==> src/core/ric_pkg.sv <==
// Contract
// [RQ1] reset comes from the pin, address trap, watchdog or bad clock setting
// [RQ2] a malfunction reset holds internal reset and pin low for 24 cycles
// [RQ3] the malfunction stretcher may fire once at power-up, pin low meanwhile
// [RQ4] pin low for at least 12 cycles applies reset and initialises state
// [RQ5] on pin release execution starts from the vector at the top two bytes
// [RQ6] reset clears master enable, enables, latches; prescaler cleared
// [RQ7] fetch from special register area, or RAM when selected, is a trap
// [RQ8] trap action select defaults to reset; zero makes it an interrupt
// [RQ9] watchdog action select defaults to reset; zero makes it an interrupt
// [RQ10] clearing the running oscillator's enable gives a system clock reset
// [RQ11] eighteen sources; four internal ones are non-maskable
// [RQ12] a request sets its pending latch, which asks the core to accept
// [RQ13] simultaneous requests are taken by fixed priority; nesting allowed
// [RQ14] traps share vector fffc; address trap bit 2, watchdog bit 3; code vectors bits 2 and 3 to fffa and fff8
// [RQ15] maskable needs master and own enable; source 0 also needs its gate
// [RQ16] latch bits 5 to 15 vector downward by two from fff4 to ffe0
// [RQ17] levels 14 and 15 pick pin source or transmit/converter by select bit
// [RQ18] a latch clears at once when the core accepts its interrupt
// [RQ19] accept stacks master enable then clears it; return restores it
// [RQ20] writing zero clears a latch, writing one leaves it unchanged
package ric_pkg;

   // cycle counts; the core clock is the main clock fc
   localparam int STRETCH_PERIODS = 24;
   localparam int EXT_LOW_PERIODS = 12;
   localparam logic [4:0] STRETCH_CYC = 5'(STRETCH_PERIODS);
   localparam logic [3:0] EXT_LOW_CYC = 4'(EXT_LOW_PERIODS);

   // register byte offsets
   localparam logic [7:0] OFS_ENABLE = 8'h00;
   localparam logic [7:0] OFS_PEND = 8'h04;
   localparam logic [7:0] OFS_CFG = 8'h08;
   localparam logic [7:0] OFS_SYS = 8'h0c;
   localparam logic [7:0] OFS_STAT = 8'h10;

   // configuration bits and reset values
   localparam int CFG_TRAP_ACT = 0;
   localparam int CFG_WDOG_ACT = 1;
   localparam int CFG_RAM_SEL = 2;
   localparam int CFG_EXT0 = 3;
   localparam int CFG_LVL14 = 4;
   localparam int CFG_LVL15 = 5;
   localparam logic [7:0] CFG_RST = 8'h03;
   localparam int SYS_FAST = 0;
   localparam int SYS_SLOW = 1;
   localparam int SYS_SEL = 2;
   localparam logic [7:0] SYS_RST = 8'h01;

   // masks of implemented bits and of the non-maskable latch bits
   localparam logic [15:0] EF_MASK = 16'hfff0;
   localparam logic [15:0] LAT_MASK = 16'hfffc;
   localparam logic [15:0] NMI_MASK = 16'h000c;

   // source indices; vector of index i is top minus 2*i
   localparam logic [3:0] IDX_SOFT = 4'h1;
   localparam logic [3:0] IDX_EXT0 = 4'h4;
   localparam logic [15:0] VEC_TOP = 16'hfffe;

   // fetch address areas
   localparam logic [15:0] SFR_HI = 16'h003f;
   localparam logic [15:0] RAM_LO = 16'h0040;
   localparam logic [15:0] RAM_HI = 16'h083f;

   // peripheral request pulses
   typedef struct packed {
      logic ext0;
      logic ext1;
      logic base_timer;
      logic timer1;
      logic ext2;
      logic timer4;
      logic timer3;
      logic ext3;
      logic serial;
      logic receive;
      logic ext4;
      logic transmit;
      logic ext5;
      logic converter;
   } ric_src_t;

   function automatic logic [15:0] vec_of(input logic [3:0] idx);
      return VEC_TOP - {11'h000, idx, 1'b0};
   endfunction

   // byte-lane merge of a write into the low 16 bits
   function automatic logic [15:0] be_merge(input logic [15:0] old,
                                            input logic [15:0] wd,
                                            input logic [1:0] be);
      return {be[1] ? wd[15:8] : old[15:8], be[0] ? wd[7:0] : old[7:0]};
   endfunction

endpackage

==> src/core/ric_prio.sv <==
`timescale 1ns/1ps
`default_nettype none
module ric_prio (
   input wire logic mclk,
   input wire logic rst,
   input wire logic [15:0] req,
   output logic found,
   output logic [3:0] idx
);
   // lowest index is highest priority; software and opcode traps share index 1
   always_comb begin
      found = 1'b0;
      idx = 4'h0;
      for (int i = 15; i >= 0; i--) begin
         if (req[i]) begin
            found = 1'b1; // see [RQ13]
            idx = 4'(i);
         end
      end
   end

   a_prio_lowest: assert property (@(posedge mclk) disable iff (rst) // see [RQ13]
      found |-> req[idx] && (req & ((16'h0001 << idx) - 16'h0001)) == 16'h0)
      else $error("lower index request skipped");
endmodule
`default_nettype wire

==> src/core/ric_stretch.sv <==
`timescale 1ns/1ps
`default_nettype none
module ric_stretch (
   input wire logic mclk,
   input wire logic rst,
   input wire logic trig,
   output logic active_ff
);
   logic [4:0] cnt_ff;
   logic [4:0] nxt_cnt;

   // reload on each request, count down to idle
   assign nxt_cnt = trig ? ric_pkg::STRETCH_CYC :
                    (cnt_ff != 5'h00) ? cnt_ff - 5'h01 : 5'h00;

   // reset starts one stretch, as a cold stretcher would
   always_ff @(posedge mclk) begin
      if (rst) begin
         cnt_ff <= ric_pkg::STRETCH_CYC; // see [RQ3]
         active_ff <= 1'b1;
      end else begin
         cnt_ff <= nxt_cnt; // see [RQ2]
         active_ff <= nxt_cnt != 5'h00;
      end
   end

   a_stretch_load: assert property (@(posedge mclk) disable iff (rst) // see [RQ2]
      trig |=> active_ff && cnt_ff == ric_pkg::STRETCH_CYC)
      else $error("stretch not loaded");
   a_stretch_end: assert property (@(posedge mclk) disable iff (rst) // see [RQ2]
      !trig && cnt_ff == 5'h01 |=> !active_ff)
      else $error("stretch overran");
endmodule
`default_nettype wire

==> src/core/ric_top.sv <==
// Implementation choices: the placing of the registers and the Avalon-MM register port.
`timescale 1ns/1ps
`default_nettype none
module ric_top (
   input wire logic mclk,
   input wire logic rst,
   input wire logic [7:0] avs_address,
   input wire logic avs_read,
   input wire logic avs_write,
   input wire logic [31:0] avs_writedata,
   input wire logic [3:0] avs_byteenable,
   output logic [31:0] avs_readdata,
   output logic avs_waitrequest,
   input wire logic fetch_valid,
   input wire logic [15:0] fetch_addr,
   input wire logic soft_trap,
   input wire logic illegal_opcode_trap,
   input wire logic wdog_overflow,
   input wire ric_pkg::ric_src_t src,
   input wire logic irq_ack,
   input wire logic reti_valid,
   input wire logic reti_ime,
   output logic irq_req,
   output logic [15:0] irq_vector,
   output logic irq_ime_stacked,
   output logic core_rst,
   output logic cpu_start,
   input wire logic rst_pin_in_n,
   output logic rst_pin_out,
   output logic rst_pin_oe
);

   ////////////////////////////////////////////////////////////////////////
   // state
   logic wait_ff;
   logic [31:0] readdata_ff;
   logic ime_ff;
   logic [15:0] ef_ff;
   logic [15:0] lat_ff;
   logic [7:0] cfg_ff;
   logic [7:0] sys_ff;
   logic [3:0] cause_ff;
   logic swi_hold_ff;
   logic [3:0] low_cnt_ff;
   logic ext_active_ff;
   logic irq_req_ff;
   logic [3:0] idx_ff;
   logic [15:0] vec_ff;
   logic stacked_ff;
   logic core_rst_ff;
   logic start_ff;
   logic mal_active;

   ////////////////////////////////////////////////////////////////////////
   // reset sources
   wire logic pin_low;
   wire logic in_reset;
   wire logic [3:0] nxt_low_cnt;
   wire logic in_sfr;
   wire logic in_ram;
   wire logic trap_hit;
   wire logic trap_rst;
   wire logic trap_irq;
   wire logic wdog_rst;
   wire logic wdog_irq;
   wire logic sys_bad;
   wire logic mal_req;

   localparam logic [3:0] EXT_LOW = ric_pkg::EXT_LOW_CYC;
   // our own drive is masked so a stretch does not extend itself
   assign pin_low = !rst_pin_in_n && !mal_active;
   assign nxt_low_cnt = !pin_low ? 4'h0 :
                        (low_cnt_ff == EXT_LOW) ? low_cnt_ff :
                        low_cnt_ff + 4'h1;
   assign in_reset = rst | mal_active | ext_active_ff; // see [RQ1]

   // address trap areas
   assign in_sfr = fetch_addr <= ric_pkg::SFR_HI;
   assign in_ram = fetch_addr >= ric_pkg::RAM_LO &&
                   fetch_addr <= ric_pkg::RAM_HI;
   assign trap_hit = fetch_valid && !in_reset &&
                     (in_sfr || (in_ram && cfg_ff[ric_pkg::CFG_RAM_SEL])); // see [RQ7]
   assign trap_rst = trap_hit && cfg_ff[ric_pkg::CFG_TRAP_ACT]; // see [RQ8]
   assign trap_irq = trap_hit && !cfg_ff[ric_pkg::CFG_TRAP_ACT];
   assign wdog_rst = wdog_overflow && !in_reset &&
                     cfg_ff[ric_pkg::CFG_WDOG_ACT]; // see [RQ9]
   assign wdog_irq = wdog_overflow && !in_reset &&
                     !cfg_ff[ric_pkg::CFG_WDOG_ACT];
   assign mal_req = trap_rst | wdog_rst | sys_bad; // see [RQ1]

   // malfunction reset stretcher
   ric_stretch u_stretch (
      .mclk(mclk),
      .rst(rst),
      .trig(mal_req),
      .active_ff(mal_active)
   );

   // external pin filter, needs a run of low samples
   always_ff @(posedge mclk) begin
      if (rst) begin
         low_cnt_ff <= 4'h0;
         ext_active_ff <= 1'b0;
      end else begin
         low_cnt_ff <= nxt_low_cnt;
         ext_active_ff <= nxt_low_cnt == EXT_LOW; // see [RQ4]
      end
   end

   ////////////////////////////////////////////////////////////////////////
   // bus decode
   wire logic bus_req;
   wire logic bus_take;
   wire logic wr_any;
   wire logic wr_en;
   wire logic wr_pend;
   wire logic wr_cfg;
   wire logic wr_sys;
   wire logic [15:0] wd;
   wire logic [1:0] be;
   wire logic [15:0] be_bits;
   wire logic [15:0] en_wr;
   wire logic [15:0] cfg_wr;
   wire logic [15:0] sys_wr;
   wire logic fast_clr;
   wire logic slow_clr;
   wire logic [15:0] stat_word;
   wire logic [15:0] rd_mux;

   assign bus_req = avs_read | avs_write;
   assign bus_take = bus_req && !wait_ff;
   assign wr_any = bus_take && avs_write && !in_reset;
   assign wr_en = wr_any && avs_address == ric_pkg::OFS_ENABLE;
   assign wr_pend = wr_any && avs_address == ric_pkg::OFS_PEND;
   assign wr_cfg = wr_any && avs_address == ric_pkg::OFS_CFG;
   assign wr_sys = wr_any && avs_address == ric_pkg::OFS_SYS;
   assign wd = avs_writedata[15:0];
   assign be = avs_byteenable[1:0];
   assign be_bits = {{8{be[1]}}, {8{be[0]}}};
   assign en_wr = ric_pkg::be_merge({ef_ff[15:1], ime_ff}, wd, be);
   assign cfg_wr = ric_pkg::be_merge({8'h00, cfg_ff}, wd, be);
   assign sys_wr = ric_pkg::be_merge({8'h00, sys_ff}, wd, be);

   // bad clock switch: the write is dropped, then the malfunction reset reloads SYS_RST, fast clock only
   assign fast_clr = sys_ff[ric_pkg::SYS_FAST] && !sys_wr[ric_pkg::SYS_FAST];
   assign slow_clr = sys_ff[ric_pkg::SYS_SLOW] && !sys_wr[ric_pkg::SYS_SLOW];
   assign sys_bad = wr_sys && ((fast_clr && slow_clr) ||
                    (fast_clr && !sys_ff[ric_pkg::SYS_SEL]) ||
                    (slow_clr && sys_ff[ric_pkg::SYS_SEL])); // see [RQ10]

   assign stat_word = {irq_req_ff, 3'h0, idx_ff, 4'h0, cause_ff};
   assign rd_mux =
      (avs_address == ric_pkg::OFS_ENABLE) ? {ef_ff[15:1], ime_ff} :
      (avs_address == ric_pkg::OFS_PEND) ? lat_ff :
      (avs_address == ric_pkg::OFS_CFG) ? {8'h00, cfg_ff} :
      (avs_address == ric_pkg::OFS_SYS) ? {8'h00, sys_ff} :
      (avs_address == ric_pkg::OFS_STAT) ? stat_word : 16'h0000;

   // one wait cycle per access; read data captured with the ready
   always_ff @(posedge mclk) begin
      if (rst) begin
         wait_ff <= 1'b1;
         readdata_ff <= 32'h0000_0000;
      end else begin
         wait_ff <= !(bus_req && wait_ff);
         if (bus_req && wait_ff && avs_read) begin
            readdata_ff <= {16'h0000, rd_mux};
         end
      end
   end

   ////////////////////////////////////////////////////////////////////////
   // pending latches
   wire logic ack_take;
   wire logic lvl14;
   wire logic lvl15;
   wire logic [15:0] lat_set;
   wire logic [15:0] lat_clr;
   wire logic [15:0] nxt_lat;

   assign ack_take = irq_ack && irq_req_ff;
   assign lvl14 = cfg_ff[ric_pkg::CFG_LVL14] ? src.transmit : src.ext4; // see [RQ17]
   assign lvl15 = cfg_ff[ric_pkg::CFG_LVL15] ? src.converter : src.ext5; // see [RQ17]
   assign lat_set = {lvl15, lvl14, src.receive, src.serial, src.ext3,
                     src.timer3, src.timer4, src.ext2, src.timer1,
                     src.base_timer, src.ext1, src.ext0,
                     wdog_irq, trap_irq, 2'b00}; // see [RQ12] [RQ14] [RQ16]
   // written zeros clear, ones are ignored
   assign lat_clr = (wr_pend ? (~wd & be_bits) : 16'h0000) | // see [RQ20]
                    (ack_take ? (16'h0001 << idx_ff) : 16'h0000); // see [RQ18]
   // a request in the clearing cycle survives
   assign nxt_lat = in_reset ? 16'h0000 :
                    ((lat_ff & ~lat_clr) | lat_set) & ric_pkg::LAT_MASK; // see [RQ6]

   ////////////////////////////////////////////////////////////////////////
   // enables and configuration
   wire logic nxt_ime;
   wire logic [15:0] nxt_ef;
   wire logic [7:0] nxt_cfg;
   wire logic [7:0] nxt_sys;
   wire logic nxt_swi;

   // accept beats return, return beats a software write
   assign nxt_ime = in_reset ? 1'b0 : // see [RQ6]
                    ack_take ? 1'b0 : // see [RQ19]
                    reti_valid ? reti_ime : // see [RQ19]
                    wr_en ? en_wr[0] : ime_ff;
   assign nxt_ef = in_reset ? 16'h0000 :
                   wr_en ? (en_wr & ric_pkg::EF_MASK) : ef_ff; // see [RQ6]
   assign nxt_cfg = in_reset ? ric_pkg::CFG_RST : // see [RQ8] [RQ9]
                    wr_cfg ? cfg_wr[7:0] : cfg_ff;
   assign nxt_sys = in_reset ? ric_pkg::SYS_RST :
                    (wr_sys && !sys_bad) ? sys_wr[7:0] : sys_ff;
   // software and opcode traps carry no visible latch, only a hold until accepted
   assign nxt_swi = in_reset ? 1'b0 :
                    (swi_hold_ff && !(ack_take && idx_ff == ric_pkg::IDX_SOFT))
                    || soft_trap || illegal_opcode_trap; // see [RQ14]

   always_ff @(posedge mclk) begin
      if (rst) begin
         ime_ff <= 1'b0;
         ef_ff <= 16'h0000;
         lat_ff <= 16'h0000;
         cfg_ff <= ric_pkg::CFG_RST;
         sys_ff <= ric_pkg::SYS_RST;
         swi_hold_ff <= 1'b0;
      end else begin
         ime_ff <= nxt_ime;
         ef_ff <= nxt_ef;
         lat_ff <= nxt_lat;
         cfg_ff <= nxt_cfg;
         sys_ff <= nxt_sys;
         swi_hold_ff <= nxt_swi;
      end
   end

   ////////////////////////////////////////////////////////////////////////
   // request selection, computed from next state so an accepted source
   // never shows for an extra cycle
   wire logic [15:0] mask_en;
   wire logic [15:0] elig_raw;
   wire logic [15:0] elig;
   wire logic found;
   wire logic [3:0] idx;

   assign mask_en = nxt_ef & {16{nxt_ime}};
   assign elig_raw = nxt_lat & (mask_en | ric_pkg::NMI_MASK); // see [RQ11] [RQ15]
   assign elig = {elig_raw[15:5],
                  elig_raw[4] && nxt_cfg[ric_pkg::CFG_EXT0], // see [RQ15]
                  elig_raw[3:2], nxt_swi, 1'b0};

   ric_prio u_prio (
      .mclk(mclk),
      .rst(rst),
      .req(elig),
      .found(found),
      .idx(idx)
   );

   // request, vector and reset status to the core
   always_ff @(posedge mclk) begin
      if (rst) begin
         irq_req_ff <= 1'b0;
         idx_ff <= 4'h0;
         vec_ff <= ric_pkg::VEC_TOP;
         stacked_ff <= 1'b0;
         core_rst_ff <= 1'b1;
         start_ff <= 1'b0;
         cause_ff <= 4'h0;
      end else begin
         irq_req_ff <= found && !in_reset; // see [RQ13]
         idx_ff <= idx;
         vec_ff <= in_reset ? ric_pkg::VEC_TOP : ric_pkg::vec_of(idx); // see [RQ5]
         stacked_ff <= ack_take ? ime_ff : stacked_ff; // see [RQ19]
         core_rst_ff <= in_reset; // see [RQ6]
         start_ff <= core_rst_ff && !in_reset; // see [RQ5]
         if (mal_req) begin
            cause_ff <= {sys_bad, wdog_rst, trap_rst, 1'b0};
         end else if (ext_active_ff) begin
            cause_ff <= 4'h1;
         end
      end
   end

   // open-drain reset pin, only ever pulled low
   logic pin_oe_ff;
   always_ff @(posedge mclk) begin
      if (rst) begin
         pin_oe_ff <= 1'b1;
      end else begin
         pin_oe_ff <= mal_active; // see [RQ2] [RQ3]
      end
   end

   assign avs_readdata = readdata_ff;
   assign avs_waitrequest = wait_ff;
   assign irq_req = irq_req_ff;
   assign irq_vector = vec_ff;
   assign irq_ime_stacked = stacked_ff;
   assign core_rst = core_rst_ff;
   assign cpu_start = start_ff;
   assign rst_pin_out = 1'b0;
   assign rst_pin_oe = pin_oe_ff;

   ////////////////////////////////////////////////////////////////////////
   // checks
   a_mal_stretch: assert property (@(posedge mclk) disable iff (rst) // see [RQ2]
      mal_req |=> mal_active [*8])
      else $error("malfunction reset not held");
   a_ext_filter: assert property (@(posedge mclk) disable iff (rst) // see [RQ4]
      $rose(ext_active_ff) |-> $past(pin_low, 1) && $past(pin_low, 12))
      else $error("pin reset too early");
   a_start_vec: assert property (@(posedge mclk) disable iff (rst) // see [RQ5]
      cpu_start |-> irq_vector == ric_pkg::VEC_TOP && !core_rst)
      else $error("start without reset vector");
   a_reset_clear: assert property (@(posedge mclk) disable iff (rst) // see [RQ6]
      in_reset |=> !ime_ff && ef_ff == 16'h0 && lat_ff == 16'h0)
      else $error("reset left state set");
   a_act_default: assert property (@(posedge mclk) disable iff (rst) // see [RQ8]
      in_reset |=> cfg_ff[ric_pkg::CFG_TRAP_ACT] && cfg_ff[ric_pkg::CFG_WDOG_ACT])
      else $error("action selects not defaulted");
   a_mask_gate: assert property (@(posedge mclk) disable iff (rst) // see [RQ15]
      irq_req && idx_ff >= ric_pkg::IDX_EXT0 |-> ime_ff && ef_ff[idx_ff])
      else $error("masked source requested");
   a_ack_clears: assert property (@(posedge mclk) disable iff (rst) // see [RQ18]
      ack_take && idx_ff > ric_pkg::IDX_SOFT && !lat_set[idx_ff]
      |=> !lat_ff[$past(idx_ff)])
      else $error("accepted latch not cleared");
   a_ime_stack: assert property (@(posedge mclk) disable iff (rst) // see [RQ19]
      ack_take |=> !ime_ff && irq_ime_stacked == $past(ime_ff))
      else $error("master enable not stacked");
   a_no_sw_set: assert property (@(posedge mclk) disable iff (rst) // see [RQ20]
      1'b1 |=> (lat_ff & ~$past(lat_ff | lat_set)) == 16'h0)
      else $error("latch set without request");

   c_accept: cover property (@(posedge mclk) disable iff (rst) ack_take);
   c_mal: cover property (@(posedge mclk) disable iff (rst) $rose(mal_active));
   c_pin: cover property (@(posedge mclk) disable iff (rst) $rose(ext_active_ff));
   c_nest: cover property (@(posedge mclk) disable iff (rst)
      ack_take ##[1:20] ack_take);
endmodule
`default_nettype wire

==> config.mk <==
export PLATFORM = sky130hd
export DESIGN_NAME = ric_top
export DESIGN_NICKNAME = d
export VERILOG_FILES = /design/src/core/ric_pkg.sv /design/src/core/ric_prio.sv /design/src/core/ric_stretch.sv /design/src/core/ric_top.sv
export SDC_FILE = /design/constraint.sdc
export NUM_CORES = 1
export LEC_CHECK = 0
export BUFFER_PORTS_ARGS = -buffer_cell sky130_fd_sc_hd__buf_2
export CORE_MARGIN = 10
export CORE_UTILIZATION = 52
export DETAILED_ROUTE_END_ITERATION = 16
export PLACE_DENSITY = 0.81
export SETUP_SLACK_MARGIN = 0.15
export SYNTH_ARGS = -nofsm -noshare
export SYNTH_HDL_FRONTEND = slang
export SYNTH_SLANG_ARGS = --single-unit
==> constraint.sdc <==
create_clock -name mclk -period 2.8 [get_ports mclk]
set_input_delay 0 -clock mclk [delete_from_list [all_inputs] [get_ports mclk]]
set_output_delay 0 -clock mclk [all_outputs]
set_load 0.01 [all_outputs]
==> run summary <==
RD Place Congestion - 0.920
Cell Int Power - 1.92 mW
Critical Path Fanout Max - 7
Final nets - 716
Place WS - 0.329 ns
Max_cap viols - 0
Drt total wl - 13800 µm
Psw - 642 µW
CTS Sinks - 92
Vias - 4435
Clock Path Buffers - 2
DR WL/cell - 18.6 µm
Worst hold margin - 0.0193 ns
CTS tree - done
# DRC - 0
Routed Antenna Nets - 0
Peak supply drop - 213 µV
Critical setup path kind - reg -> reg
Worst Tran Pin Value - 0.629 ns
Area of the die - 0.0131 mm²
Clk slew on worst S/H paths - 0.09 ns
Largest net degree at the start of global routing - 33
I/O Pins - 141
Tcrit/Tclk final - 90.9%
Synth async-reset ratio - 0%
Final core utilization - 64.2%
Die height - 115 µm
Final setup viols - 0
Vias/cell - 5.99
Hpwl dp - 10400 µm
ANT cells - 0
Sw Share - 25.1%
#FFs+latches synth - 92
Initial Util - 53.3%
CP Capture Type - flop
Final setup margin - 0.253 ns
Dpl cell area - 0.00507 mm²
Syn. warnings - 0
Mapped Avg Cell Area - 9.05 µm²
Max Freq - 0.393 GHz
Number of global-route vias before repair - 4327
Drt first-iter violations - 456
CTS H-tree lvls - 3
Max-Slew Margin vs Limit - 58.0%
Flop pwr share - 52.8%
Fillers - 731
Die X - 115 µm
Setup_tns - 0 ns
Cell row count - 34
Worst EP arrival - 2.81 ns
Global-route wire length before repair - 22000 µm
Post-route cell area - 0.00560 mm²
TritonCTS Buffers - 9
Worst Path Required - 3.06 ns
Worst Setup Start Kind - flop
Post-Syn Area - 0.00464 mm²
LEAKAGE - 2.24 nW
Area Overhead vs Synth - 20.6%
Outcome - finished clean
Clock latency on the worst-skew pair - 0.37 ns
IO Port Bufs - 87
Number of iterations in the first detailed-routing pass - 6
Post-synth EDFFs - 0
Total GRT Usage - 20.6%
Grt total ovfl - 0
Hold Fails Final Rpt - 0
Netlist cell types - 84
Core footprint - 0.00872 mm²
Antenna violations before repair - 0
Combinational Power Share - 10.6%
Hold crit path type - in -> reg
Clk_skew - 0.0146 ns
Clock group share of total power - 36.7%
Fraction of layout cells with a size suffix above 1 - 24.5%
RSZ-0062 raised after global routing - yes
Synth Flop Type - dfxtp_1
Period minus WS final - 2.55 ns
Final max-slew violation count - 0
Power Density - 457 mW/mm²
Sequential area share after synthesis - 39.7%
Cells after Synth - 513
CTS root buffer - clkbuf_8
-- kinds of logic after synthesis --
group	Yosys count	synth area share [%]
and+or+nand+nor	187	23.0
muxes	30	6.84
other	2	0.162
xor gates and xnor gates	1	0.189
DFF	92	39.7
buffers and inverters	71	8.78
AOI/OAI and AO/OA	126	20.3
adders and majority gates	4	1.02
-- per-layer routing --
metal	up-vias	share of wire [%]	track usage (%)
met5	-	0	0
met4	0	3.3	8.77
met3	30	9.1	4.61
met2	225	48	34.0
met1	2102	39	25.1
li1	2078	-	-
-- Yosys cell counts (all sizes together), types with 11 or more instances --
master	count	area (µm²)
mux2i	19	190
nand3	11	72.6
nand2	33	124
nor3	14	86.3
inv	16	60.1
o21ai	16	83.8
a211oi	17	128
clkbuf	16	60.1
buf	39	288
mux2	11	128
a21oi	26	130
dfxtp	92	1840
a222oi	13	130
nor2	53	199
-- cell type report --
cell class                 count  area [µm²]  area share, %
timing repair buffer         131         843           15.1
clock buffer                  11         151           2.70
clock inverter                 5        60.1           1.07
tap                          108         135           2.41
inverter                      16        60.1           1.07
sequential                    92        1840           32.9
multi-input combinational    377        2510           44.8
-- critical path, cell delays in order (launching register included) --
cell,delay (ns)
dfxtp_1,0.41
nor4b_2,0.28
buf_4,0.18
nand4_2,0.22
mux2i_1,0.20
a211oi_1,0.54
o21ai_0,0.23
a311o_1,0.38
-- timing repair --
item	CTS	global route
gates resized for setup	0	2
endpoints found under the hold margin	45	0
hold buffers	31	0
buffers inserted	0	0
setup endpoints to repair	0	4
-- worst paths after layout --
check / from / to / slack (ns) / cells past startpoint
setup / recovery: u_stretch.active_ff / irq_vector[2] / 0.25 / 7
hold / removal: avs_writedata[14] / lat_ff[14] / 0.02 / 4
setup reg to reg: u_stretch.active_ff / irq_vector[2] / 0.25 / 7
hold reg to reg: u_stretch.cnt_ff[0] / u_stretch.cnt_ff[0] / 0.45 / 1
-- flip-flops by register name, summed over array words and instances, names as in the netlist, 4 cells and up --
| signal | cells |
|---|---|
| idx_ff | 4 |
| cause_ff | 4 |
| low_cnt_ff | 4 |
| sys_ff | 8 |
| cfg_ff | 8 |
| avs_readdata | 16 |
| irq_vector | 4 |
| ef_ff | 15 |
| u_stretch.cnt_ff | 5 |
| lat_ff | 14 |
-- per-stage QoR --
| stage | std cells | power [mW] |
|---|---|---|
| after floorplan | 540 | 1.54 |
| after global placement | 693 | 1.61 |
| after detailed placement | 693 | 1.61 |
| after CTS | 740 | 2.56 |
| after global routing | 740 | 2.65 |
| final | 740 | 2.56 |
-- layout by cell type, fill, tap and decap left out, types with 5 or more instances in the layout --
cell type / netlist / routed
buf_2: 5 / 87
o31ai_1: 6 / 6
a211oi_1: 17 / 17
dlygate4sd3_1: 0 / 31
nand2_1: 33 / 33
o21ai_0: 13 / 13
buf_4: 30 / 13
nor2_1: 53 / 53
nand4_1: 7 / 7
nand3_1: 9 / 9
o21a_1: 7 / 7
a222oi_1: 13 / 13
clkbuf_8: 0 / 11
and3_1: 5 / 5
conb_1: 2 / 29
dfxtp_1: 92 / 92
and2_1: 7 / 7
or3_1: 7 / 7
nor3_1: 12 / 12
nand2b_1: 9 / 9
a21oi_1: 26 / 26
mux2_2: 9 / 9
mux2i_1: 19 / 19
inv_1: 15 / 15
-- power by group through the flow --
stage,sequential (mW),combinational [mW],clock [mW]
floorplan,1.39,0.154,0
global route,1.36,0.298,0.998
finish,1.35,0.271,0.939
detailed placement,1.38,0.232,0
global placement,1.38,0.226,0
CTS,1.35,0.266,0.947
No activity file was read; power rests on OpenSTA's default activity.
